$ cat src/hdl/ucsfc_pkg.sv
// constants and types shared by the channel status and flow-control block
`default_nettype none
package ucsfc_pkg;
  // register offsets on the plain register port
  localparam int unsigned ADDR_W = 3;
  localparam logic [2:0] ADR_DIV_LOW = 3'h0;
  localparam logic [2:0] ADR_DIV_HIGH = 3'h1;
  localparam logic [2:0] ADR_DIV_FRAC = 3'h2;
  localparam logic [2:0] ADR_ENH_FEAT = 3'h3;
  localparam logic [2:0] ADR_MODEM_CTL = 3'h4;
  localparam logic [2:0] ADR_LINE_STAT = 3'h5;
  localparam logic [2:0] ADR_MODEM_STAT = 3'h6;
  localparam logic [2:0] ADR_SCRATCH = 3'h7;
  // values after reset
  localparam logic [7:0] RST_DIV_LOW = 8'h01;
  localparam logic [7:0] RST_ZERO = 8'h00;
  localparam logic [7:0] RST_SCRATCH = 8'hFF;
  // field positions
  localparam int unsigned MC_DTR = 0;
  localparam int unsigned MC_RTS = 1;
  localparam int unsigned MC_OP1 = 2;
  localparam int unsigned MC_OP2 = 3;
  localparam int unsigned MC_LOOP = 4;
  localparam int unsigned MC_XANY = 5;
  localparam int unsigned MC_IRDA = 6;
  localparam int unsigned MC_PRESC = 7;
  localparam int unsigned EF_ENH = 4;
  localparam int unsigned EF_ACTS = 7;
  localparam logic [7:0] MC_ENH_MASK = 8'hE0;
  localparam logic [7:0] DF_WR_MASK = 8'h3F;
  // pin index inside the synchronised group
  localparam int unsigned PIN_CTS = 0;
  localparam int unsigned PIN_DSR = 1;
  localparam int unsigned PIN_RI = 2;
  localparam int unsigned PIN_CD = 3;
  localparam int unsigned PIN_RX = 4;
  localparam int unsigned PIN_N = 5;
  // receive entry: data plus break, framing and parity tags
  localparam int unsigned RX_DATA_W = 8;
  localparam int unsigned RX_TAG_W = 3;
  localparam int unsigned RX_FIFO_DEPTH = 64;
  localparam int unsigned PRESC_LAST = 3;
  localparam int unsigned IR_PULSE_NUM = 3;
  localparam int unsigned IR_PULSE_DEN = 16;

  typedef enum logic [1:0] {
    SR_16X = 2'b00,
    SR_8X = 2'b01,
    SR_4X = 2'b10
  } ucsfc_rate_e;

  typedef enum logic [1:0] {
    TXF_NONE = 2'b00,
    TXF_PAIR1 = 2'b01,
    TXF_PAIR2 = 2'b10,
    TXF_BOTH = 2'b11
  } ucsfc_txfc_e;

  typedef enum logic [2:0] {
    RXF_NONE = 3'b000,
    RXF_PAIR1 = 3'b001,
    RXF_PAIR2 = 3'b010,
    RXF_EITHER = 3'b011,
    RXF_SEQ = 3'b100
  } ucsfc_rxfc_e;

  // sample ticks per bit for a sampling-rate field
  function automatic logic [4:0] ucsfc_ticks_per_bit(input logic [1:0] sel);
    logic [4:0] r;
    r = 5'h10;
    if (sel[1])
      r = 5'h04;
    else if (sel[0])
      r = 5'h08;
    return r;
  endfunction
endpackage
`default_nettype wire

$ cat src/hdl/ucsfc_pin_sync.sv
// three-stage synchroniser with agreement filter for asynchronous pins
`default_nettype none
module ucsfc_pin_sync #(
  parameter int unsigned WIDTH = 1,
  parameter logic [WIDTH-1:0] IDLE = '1
) (
  input wire logic core_clk_i, // core clock
  input wire logic srst_i, // synchronous reset, high
  input wire logic [WIDTH-1:0] pin_i, // raw pins
  output logic [WIDTH-1:0] level_o // filtered levels
);
  typedef struct packed {
    logic [WIDTH-1:0] s1;
    logic [WIDTH-1:0] s2;
    logic [WIDTH-1:0] s3;
    logic [WIDTH-1:0] lvl;
  } ucsfc_sync_s;

  ucsfc_sync_s st;
  ucsfc_sync_s next_st;

  generate
    if (WIDTH < 1)
    begin : g_bad
      $error("pin sync width must be at least one");
    end
  endgenerate

  // s1 feeds only s2; a change counts once s2 and s3 agree
  always_comb
  begin
    next_st = st;
    next_st.s1 = pin_i;
    next_st.s2 = st.s1;
    next_st.s3 = st.s2;
    next_st.lvl = (~(st.s2 ^ st.s3) & st.s3) | ((st.s2 ^ st.s3) & st.lvl);
  end

  always_ff @(posedge core_clk_i)
  begin
    if (srst_i)
      st <= {IDLE, IDLE, IDLE, IDLE};
    else
      st <= next_st;
  end

  assign level_o = st.lvl;
endmodule
`default_nettype wire

$ cat src/hdl/ucsfc_rx_fifo.sv
// receive fifo holding characters with error tags and a count of tagged entries
`default_nettype none
module ucsfc_rx_fifo #(
  parameter int unsigned WIDTH = 11,
  parameter int unsigned TAG_W = 3,
  parameter int unsigned DEPTH = 64
) (
  input wire logic core_clk_i, // core clock
  input wire logic srst_i, // synchronous reset, high
  input wire logic push_i, // write one entry, ignored when full
  input wire logic [WIDTH-1:0] push_data_i, // entry, tags in top bits
  input wire logic pop_i, // drop head entry, ignored when empty
  output logic [WIDTH-1:0] head_o, // head entry
  output logic full_o, // no room
  output logic empty_o, // nothing held
  output logic err_any_o // some entry carries a tag
);
  localparam int unsigned AW = $clog2(DEPTH);
  localparam int unsigned CW = $clog2(DEPTH + 1);

  typedef struct packed {
    logic [DEPTH-1:0][WIDTH-1:0] mem;
    logic [AW-1:0] wp;
    logic [AW-1:0] rp;
    logic [CW-1:0] cnt;
    logic [CW-1:0] errs;
  } ucsfc_fifo_s;

  ucsfc_fifo_s st;
  ucsfc_fifo_s next_st;
  logic do_push;
  logic do_pop;
  logic push_tag;
  logic pop_tag;

  generate
    if (DEPTH < 2 || (DEPTH & (DEPTH - 1)) != 0 || TAG_W >= WIDTH)
    begin : g_bad
      $error("fifo depth must be a power of two and tags narrower than entry");
    end
  endgenerate

  // pointers wrap naturally because depth is a power of two
  always_comb
  begin
    next_st = st;
    do_push = push_i && (st.cnt != CW'(DEPTH));
    do_pop = pop_i && (st.cnt != '0);
    push_tag = |push_data_i[WIDTH-1 -: TAG_W];
    pop_tag = |st.mem[st.rp][WIDTH-1 -: TAG_W];
    if (do_push)
    begin
      next_st.mem[st.wp] = push_data_i;
      next_st.wp = st.wp + AW'(1);
    end
    if (do_pop)
      next_st.rp = st.rp + AW'(1);
    next_st.cnt = st.cnt + CW'(do_push) - CW'(do_pop);
    next_st.errs = st.errs + CW'(do_push && push_tag) - CW'(do_pop && pop_tag);
  end

  always_ff @(posedge core_clk_i)
  begin
    if (srst_i)
      st <= '0;
    else
      st <= next_st;
  end

  assign head_o = st.mem[st.rp];
  assign full_o = (st.cnt == CW'(DEPTH));
  assign empty_o = (st.cnt == '0);
  assign err_any_o = (st.errs != '0);
endmodule
`default_nettype wire

$ cat src/hdl/ucsfc_channel.sv
// serial channel status, modem, divisor, infrared and flow-control selection
//
// The address map and the strobed register port are this design's own decisions.
`default_nettype none
module ucsfc_channel
  import ucsfc_pkg::*;
#(
  parameter int unsigned FIFO_DEPTH = ucsfc_pkg::RX_FIFO_DEPTH
) (
  input wire logic core_clk_i, // 125 MHz core clock
  input wire logic srst_i, // synchronous reset, high
  input wire logic [ucsfc_pkg::ADDR_W-1:0] addr_i, // register address
  input wire logic [7:0] wdata_i, // write data
  input wire logic wr_i, // write strobe
  input wire logic rd_i, // read strobe
  output logic [7:0] rdata_o, // read data, cycle after strobe
  input wire logic ier_rls_i, // line status interrupt enable
  input wire logic ier_ms_i, // modem status interrupt enable
  output logic rls_irq_o, // line status interrupt request
  output logic ms_irq_o, // modem status interrupt request
  input wire logic rx_done_i, // receiver finished a character
  input wire logic [7:0] rx_data_i, // received character
  input wire logic rx_perr_i, // its parity mismatched
  input wire logic rx_ferr_i, // its stop bit was bad
  input wire logic rx_brk_i, // line was low a whole frame
  input wire logic rx_pop_i, // host read receive holding
  output logic [7:0] rx_head_o, // receive holding contents
  input wire logic tx_fifo_empty_i, // transmit holding or fifo empty
  input wire logic tsr_empty_i, // transmit shift register empty
  input wire logic tx_data_i, // serial bit from transmitter
  output logic tx_stop_o, // hold off next character
  output logic sample_tick_o, // one pulse per sample period
  output logic [1:0] sample_rate_o, // sampling rate select
  output logic xon_any_o, // any character resumes transmit
  output logic [1:0] tx_fc_mode_o, // transmit flow-control pairs
  output logic [2:0] rx_fc_mode_o, // receive comparison mode
  output logic rx_core_o, // serial bit to receiver
  input wire logic rx_pin_i, // serial or infrared input pin
  output logic tx_pin_o, // serial or infrared output pin
  input wire logic cts_n_i, // clear to send, low active
  input wire logic dsr_n_i, // data set ready, low active
  input wire logic ring_indicator_n_i, // ring, low active
  input wire logic carrier_detect_n_i, // carrier, low active
  output logic rts_n_o, // request to send, low active
  output logic dtr_n_o // data terminal ready, low active
);
  typedef struct packed {
    logic [7:0] modem_control;
    logic [7:0] enhanced_feature;
    logic [7:0] divisor_fraction_and_sampling;
    logic [7:0] divisor_low;
    logic [7:0] divisor_high;
    logic [7:0] scratch_pad;
    logic [7:0] rdata;
    logic overrun;
    logic [3:0] delta;
    logic [3:0] lvl_prev;
    logic brk_hold;
    logic [1:0] presc;
    logic [16:0] bcnt;
    logic [3:0] facc;
    logic tick;
    logic [4:0] phase;
    logic tx_prev;
    logic [4:0] ir_hold;
    logic tx_pin;
    logic rx_core;
    logic tx_stop;
  } ucsfc_state_s;

  ucsfc_state_s st;
  ucsfc_state_s next_st;
  logic [PIN_N-1:0] pins;
  logic [RX_TAG_W+RX_DATA_W-1:0] head;
  logic [RX_TAG_W-1:0] head_tag;
  logic fifo_full;
  logic fifo_empty;
  logic fifo_err;
  logic push;
  logic loop;
  logic [3:0] lvl;
  logic [3:0] delta_set;
  logic [7:0] line_status;
  logic [7:0] modem_status;
  logic enh;
  logic [15:0] divisor;
  logic [4:0] per_bit;
  logic [4:0] pulse_len;
  logic presc_en;
  logic [4:0] carry_sum;

  ucsfc_pin_sync #(
    .WIDTH(PIN_N),
    .IDLE({PIN_N{1'b1}})
  ) u_sync (
    .core_clk_i(core_clk_i),
    .srst_i(srst_i),
    .pin_i({rx_pin_i, carrier_detect_n_i, ring_indicator_n_i, dsr_n_i, cts_n_i}),
    .level_o(pins)
  );

  ucsfc_rx_fifo #(
    .WIDTH(RX_TAG_W + RX_DATA_W),
    .TAG_W(RX_TAG_W),
    .DEPTH(FIFO_DEPTH)
  ) u_rx_fifo (
    .core_clk_i(core_clk_i),
    .srst_i(srst_i),
    .push_i(push),
    .push_data_i({rx_brk_i, rx_ferr_i, rx_perr_i, rx_data_i}),
    .pop_i(rx_pop_i),
    .head_o(head),
    .full_o(fifo_full),
    .empty_o(fifo_empty),
    .err_any_o(fifo_err)
  );

  // decoded views of the registers
  assign loop = st.modem_control[MC_LOOP];
  assign enh = st.enhanced_feature[EF_ENH];
  assign divisor = {st.divisor_high, st.divisor_low};
  assign per_bit = ucsfc_ticks_per_bit(st.divisor_fraction_and_sampling[5:4]);
  assign pulse_len = (per_bit == 5'(IR_PULSE_DEN)) ? 5'(IR_PULSE_NUM) : 5'h01; // one tick below 16x
  assign head_tag = head[RX_TAG_W+RX_DATA_W-1 -: RX_TAG_W];
  // a second break while the line is still low is dropped, not queued
  assign push = rx_done_i && !fifo_full && !(rx_brk_i && st.brk_hold);

  // modem levels, low active; loopback takes them from the control bits
  always_comb
  begin
    if (loop)
      lvl = ~{st.modem_control[3:2], st.modem_control[0], st.modem_control[1]};
    else
      lvl = {pins[PIN_CD], pins[PIN_RI], pins[PIN_DSR], pins[PIN_CTS]};
    delta_set = st.lvl_prev ^ lvl;
    delta_set[PIN_RI] = lvl[PIN_RI] && !st.lvl_prev[PIN_RI];
  end

  // status as software sees it
  always_comb
  begin
    line_status = RST_ZERO;
    line_status[0] = !fifo_empty;
    line_status[1] = st.overrun;
    line_status[2] = !fifo_empty && head_tag[0];
    line_status[3] = !fifo_empty && head_tag[1];
    line_status[4] = (!fifo_empty && head_tag[2]) || st.brk_hold;
    line_status[5] = tx_fifo_empty_i;
    line_status[6] = tx_fifo_empty_i && tsr_empty_i;
    line_status[7] = fifo_err;
    modem_status = {~lvl, st.delta};
  end

  // prescaler enable: every cycle, or one in four
  assign presc_en = !st.modem_control[MC_PRESC] || (st.presc == 2'(PRESC_LAST));
  assign carry_sum = {1'b0, st.facc} + {1'b0, st.divisor_fraction_and_sampling[3:0]};

  always_comb
  begin
    next_st = st;
    // register writes; enhanced bits and fraction only while unlocked
    if (wr_i)
    begin
      case (addr_i)
        ADR_DIV_LOW: next_st.divisor_low = wdata_i;
        ADR_DIV_HIGH: next_st.divisor_high = wdata_i;
        ADR_DIV_FRAC:
        begin
          if (enh)
            next_st.divisor_fraction_and_sampling = wdata_i & DF_WR_MASK;
        end
        ADR_ENH_FEAT: next_st.enhanced_feature = wdata_i;
        ADR_MODEM_CTL:
        begin
          if (enh)
            next_st.modem_control = wdata_i;
          else
            next_st.modem_control = (st.modem_control & MC_ENH_MASK) |
                                    (wdata_i & ~MC_ENH_MASK);
        end
        ADR_SCRATCH: next_st.scratch_pad = wdata_i;
        default: next_st.scratch_pad = st.scratch_pad;
      endcase
    end
    // read data stands in the cycle after the strobe only
    next_st.rdata = RST_ZERO;
    if (rd_i)
    begin
      case (addr_i)
        ADR_DIV_LOW: next_st.rdata = st.divisor_low;
        ADR_DIV_HIGH: next_st.rdata = st.divisor_high;
        ADR_DIV_FRAC: next_st.rdata = st.divisor_fraction_and_sampling;
        ADR_ENH_FEAT: next_st.rdata = st.enhanced_feature;
        ADR_MODEM_CTL: next_st.rdata = st.modem_control;
        ADR_LINE_STAT: next_st.rdata = line_status;
        ADR_MODEM_STAT: next_st.rdata = modem_status;
        ADR_SCRATCH: next_st.rdata = st.scratch_pad;
        default: next_st.rdata = RST_ZERO;
      endcase
    end
    // overrun: a new event wins over the read that clears it
    next_st.overrun = (rx_done_i && fifo_full) ||
                      (st.overrun && !(rd_i && addr_i == ADR_LINE_STAT));
    // deltas: set wins over the clearing read
    next_st.lvl_prev = lvl;
    next_st.delta = delta_set |
                    (st.delta & {4{!(rd_i && addr_i == ADR_MODEM_STAT)}});
    // break holds until the filtered line goes high again
    if (rx_done_i && rx_brk_i)
      next_st.brk_hold = 1'b1;
    else if (pins[PIN_RX])
      next_st.brk_hold = 1'b0;
    // baud generator: count divisor, add one cycle on fraction carry
    next_st.tick = 1'b0;
    next_st.presc = st.presc + 2'h1;
    if (presc_en && divisor != 16'h0000)
    begin
      if (st.bcnt <= 17'h00001)
      begin
        next_st.tick = 1'b1;
        next_st.facc = carry_sum[3:0];
        next_st.bcnt = {1'b0, divisor} + 17'(carry_sum[4]);
      end
      else
        next_st.bcnt = st.bcnt - 17'h00001;
    end
    // bit phase, realigned to each transmitter bit edge
    next_st.tx_prev = tx_data_i;
    if (tx_data_i != st.tx_prev)
      next_st.phase = 5'h00;
    else if (st.tick)
      next_st.phase = (st.phase + 5'h01 >= per_bit) ? 5'h00 : st.phase + 5'h01;
    // infrared decode: a light pulse means a zero for one bit time
    if (st.modem_control[MC_IRDA] && pins[PIN_RX])
      next_st.ir_hold = per_bit;
    else if (st.tick && st.ir_hold != 5'h00)
      next_st.ir_hold = st.ir_hold - 5'h01;
    // pin routing; loopback idles the pin and turns tx into rx
    if (loop)
    begin
      next_st.tx_pin = !st.modem_control[MC_IRDA];
      next_st.rx_core = tx_data_i;
    end
    else if (st.modem_control[MC_IRDA])
    begin
      next_st.tx_pin = !tx_data_i && (st.phase < pulse_len);
      next_st.rx_core = (st.ir_hold == 5'h00);
    end
    else
    begin
      next_st.tx_pin = tx_data_i;
      next_st.rx_core = pins[PIN_RX];
    end
    // auto cts: transmitter finishes its character, then waits
    next_st.tx_stop = st.enhanced_feature[EF_ACTS] && lvl[PIN_CTS];
  end

  always_ff @(posedge core_clk_i)
  begin
    if (srst_i)
    begin
      st <= '0;
      st.divisor_low <= RST_DIV_LOW;
      st.scratch_pad <= RST_SCRATCH;
      st.lvl_prev <= 4'hF;
      st.tx_pin <= 1'b1;
      st.rx_core <= 1'b1;
      st.tx_prev <= 1'b1;
    end
    else
      st <= next_st;
  end

  // flow-control selection decode
  always_comb
  begin
    case (st.enhanced_feature[3:2])
      2'b10: tx_fc_mode_o = TXF_PAIR1;
      2'b01: tx_fc_mode_o = TXF_PAIR2;
      2'b11: tx_fc_mode_o = TXF_BOTH;
      default: tx_fc_mode_o = TXF_NONE;
    endcase
    case (st.enhanced_feature[1:0])
      2'b10: rx_fc_mode_o = RXF_PAIR1;
      2'b01: rx_fc_mode_o = RXF_PAIR2;
      2'b11:
      begin
        if (st.enhanced_feature[3] ^ st.enhanced_feature[2])
          rx_fc_mode_o = RXF_EITHER;
        else
          rx_fc_mode_o = RXF_SEQ;
      end
      default: rx_fc_mode_o = RXF_NONE;
    endcase
  end

  assign rdata_o = st.rdata;
  assign rx_head_o = head[RX_DATA_W-1:0];
  assign rls_irq_o = ier_rls_i && (st.overrun || line_status[4] ||
                     line_status[3] || line_status[2]);
  assign ms_irq_o = ier_ms_i && (st.delta != 4'h0);
  assign tx_stop_o = st.tx_stop;
  assign sample_tick_o = st.tick;
  assign sample_rate_o = st.divisor_fraction_and_sampling[5:4];
  assign xon_any_o = st.modem_control[MC_XANY];
  assign tx_pin_o = st.tx_pin;
  assign rx_core_o = st.rx_core;
  // modem outputs go inactive in loopback
  assign rts_n_o = loop || !st.modem_control[MC_RTS];
  assign dtr_n_o = loop || !st.modem_control[MC_DTR];
endmodule
`default_nettype wire

$ cat config.mk
export PLATFORM = sky130hd
export DESIGN_NAME = ucsfc_channel
export DESIGN_NICKNAME = d
export VERILOG_FILES = /design/src/hdl/ucsfc_pkg.sv /design/src/hdl/ucsfc_pin_sync.sv /design/src/hdl/ucsfc_rx_fifo.sv /design/src/hdl/ucsfc_channel.sv
export SDC_FILE = /design/constraint.sdc
export NUM_CORES = 2
export LEC_CHECK = 0
export BUFFER_PORTS_ARGS = -buffer_cell sky130_fd_sc_hd__buf_2
export CORE_MARGIN = 2
export CORE_UTILIZATION = 52
export CTS_CLUSTER_DIAMETER = 30
export DETAILED_ROUTE_END_ITERATION = 10
export PLACE_DENSITY = 0.75
export SYNTH_ARGS = -nofsm -noshare
export SYNTH_HDL_FRONTEND = slang
export SYNTH_HIERARCHICAL = 1
export SYNTH_SLANG_ARGS = --single-unit
export TNS_END_PERCENT = 10
$ cat constraint.sdc
create_clock -name core_clk_i -period 5.1 [get_ports core_clk_i]
set_input_delay 0.51 -clock core_clk_i [delete_from_list [all_inputs] [get_ports core_clk_i]]
set_output_delay 0.51 -clock core_clk_i [all_outputs]
set_load 0.02 [all_outputs]
==> impl_results.md <==
* CTS H-tree depth at 4
* Area Growth Syn to Fin at 15.45%
* Final count of hold timing violations at 0
* Initial antenna violation count at 4
* Post-DR vias/cell at 6.255
* Clk_lat worst skew at 0.76 ns
* Critical path's largest stage delay at 0.60 ns
* Yosys warns at 6
* Worst clock skew at 0.05372 ns
* Placement Setup Slack at 0.6328 ns
* CP bufs+invs at 3
* Part of the cycle the worst path needs at 90.92%
* Count of pins over their slew limit at 0
* Clock Sinks at 852
* Post-Syn Nets at 4628
* Final setup margin at 0.4631 ns
* Placed inst area at 39080 µm²
* CP required at 4.59 ns
* CP most frequent cell: mux4_2
* CTS tree: yes
* Syn avg cell area at 8.530 µm²
* Total wire length at 117100 µm
* Dpl hpwl at 70260 µm
* Worst IR Drop VDD at 0.3849 mV
* Root buffer cell: clkbuf_16
* Actual slew at the worst max-slew pin at 1.382 ns
* Number of flops mapped to enable cells by yosys at 0
* CP Max Fanout at 49
* Leakage at 0.01472 µW
* Crit-path cells: buf_12 > buf_4 > mux4_2 > mux4_2 > mux4_2 > buf_2
* Grt total ovfl at 0
* Vias in the first global route at 32480
* Data arrival time of the critical path at 4.13 ns
* Flops & latches, synth at 852
* CTS resizes at 0
* Outcome: completed
* Post-synthesis sequential area ratio at 44.00%
* Max clock buf depth at 3
* Post-route ant nets at 0
* Initial Util at 52.34%
* Post-synth cell types at 92
* CTS Hold Bufs at 6
* Reg area at 17070 µm²
* Peak Freq at 215.7 MHz
* Port Buf Inserts at 69
* Drt wl/cell at 21.37 µm
* Max Cap Violations at 0
* # nets final at 4463
* FILL cells at 6073
* Yosys top cell area share at 44.00%
* Routability cong. at 0.9254
* Slew Limit Headroom at 7.676%
* Crit start category: register
* Largest net degree at the start of global routing at 144
* RSZ-0062 raised after global routing: no
* Std cell rows at 100
* Tightest Hold Check Type: in2reg
* Final Cell Area at 44760 µm²
* Die width at 277.0 µm
* Ys flop type: dfxtp_1
* Synth Cell Area at 38770 µm²
* Post-CTS setup buffers at 0
* Power Density at 463.4 nW/µm²
* Async SR Flop Fraction at 0%
* CP endpoint kind: output port
* Slowest CP cell: mux4_2
* Core area at 74070 µm²
* Final Critical Period at 4.637 ns
* Synth area leaders: dfxtp_1, mux4_2, nand2_1, a21oi_1, o21ai_0
* CTS Buf Count at 155
* Die height at 277.0 µm
* Top delay family on crit path: multiplexers
* Multi-input logic area at 19580 µm²
* IO Count at 70
* Final setup fails at 0
* Leading area contributor after synthesis: dfxtp_1
* Setup slack, reg-to-reg at 0.60 ns
* DR DRC count at 0
* Worst-path clk slew at 0.05 ns
* DR vias at 34270
* Setup tns final at 0 ns
* GRT Util Overall at 29.65%
* Post-Syn Instances at 4545
* Crit path kind: reg2out
* Full die area at 76750 µm²
* Pre-Repair DR Iteration Count at 6
* Global-route wire length before repair at 182300 µm
* DRT iter0 DRCs at 4538
* Layout cells sized above 1 at 14.62%
-- sequential cells by signal, summed over array words and instances (netlist names), named ones only --
signal / count
line_status: 1
enh: 1
u_sync/next_st: 10
rx_core_o: 1
tx_pin_o: 1
xon_any_o: 1
sample_tick_o: 1
st: 64
rdata_o: 8
u_rx_fifo/st: 730
tx_stop_o: 1
modem_status: 4
u_sync/st: 5
sample_rate_o: 2
loop: 1
divisor: 16
-- path summary, 6_finish.rpt --
kind | depth (start not counted) | endpoint | start
worst max-delay path | 6 | rx_head_o[3] | u_rx_fifo/st[14]
worst min-delay path | 3 | st[38] | rx_done_i
worst max register to register | 19 | u_rx_fifo/st[6] | u_rx_fifo/st[14]
worst min register to register | 1 | u_sync/next_st[8] | u_sync/next_st[13]
-- Yosys cell counts (all sizes together), types with 24 or more instances --
cell,count
nor2,155
o21ai,302
mux2i,86
clkbuf,384
ha,42
mux4,199
a21oi,775
nand2,1052
buf,87
inv,53
xnor2,24
dfxtp,852
nand3,221
-- through the flow --
step | instances | power (µW) | util (%) | hold slack (ns)
5_1_grt | 5478 | 21390 | 60.42 | 0.06141
2_1_floorplan | 4545 | 9250 | - | 0.3832
4_1_cts | 5477 | 20770 | 60.42 | 0.01587
3_3_place_gp | 5186 | 9921 | 52.76 | 0.3885
3_5_place_dp | 5186 | 9973 | 52.76 | 0.3908
6_report | 5479 | 20740 | 60.42 | 0.04892
-- metal layers --
metal  up-vias  wire length [µm]  GRT usage (%)
met4         4              6079          16.65
met2      1854             54720          47.12
met5         -                30              0
li1      15440                 -              -
met1     16570             45490          38.00
met3       398             10770          5.737
-- cell usage in the layout (no fill, tap or decap), types with 66 or more instances in the layout --
cell type	instances
nor2_1	153
a21oi_1	775
mux4_2	199
buf_4	66
nand3_1	220
mux2i_1	86
clkbuf_16	156
nand2_1	1051
dfxtp_1	848
o21ai_0	302
buf_2	68
-- power by group --
group	leakage, µW	switching [µW]	internal, µW
Combinational	0.00517	1850	1060
Sequential	0.00688	192	6830
Clock	0.00267	3790	7020
Total	0.0147	5830	14900
-- final cells by class --
class / count / area share [%]
Multi-Input combinational cell: 3168 / 43.76
Sequential cell: 852 / 38.14
Clock buffer: 188 / 9.371
Clock inverter: 97 / 3.167
Tap cell: 969 / 2.709
Timing Repair Buffer: 149 / 2.393
Inverter: 54 / 0.4529
Antenna cell: 2 / 0.01118
-- cells by family (layout without fill, tap and decap cells) --
family                     after synthesis  in the layout  share of synthesized area, %
DFF                                    852            852                         44.00
muxes                                  291            291                         13.96
xor gates and xnor gates                40             40                        0.9037
and+or+nand+nor                       1596           1596                         17.56
adders and majority gates               45             45                         1.510
AOI/OAI and AO/OA                     1196           1196                         16.48
other                                    0              2                             0
buffers and inverters                  525            488                         5.593
-- worst register-to-register path: cells and delay by family, from the launching register on --
| kind | cells | cell delay [ns] |
|---|---|---|
| AO/OA/AOI/OAI | 9 | 1.65 |
| flip-flops | 1 | 0.52 |
| buffers and inverters | 4 | 0.94 |
| multiplexers | 1 | 0.14 |
| AND/OR/NAND/NOR | 2 | 0.29 |
| adder cells (fa/ha/maj) | 3 | 0.80 |
(Power assumes the default switching activity.)
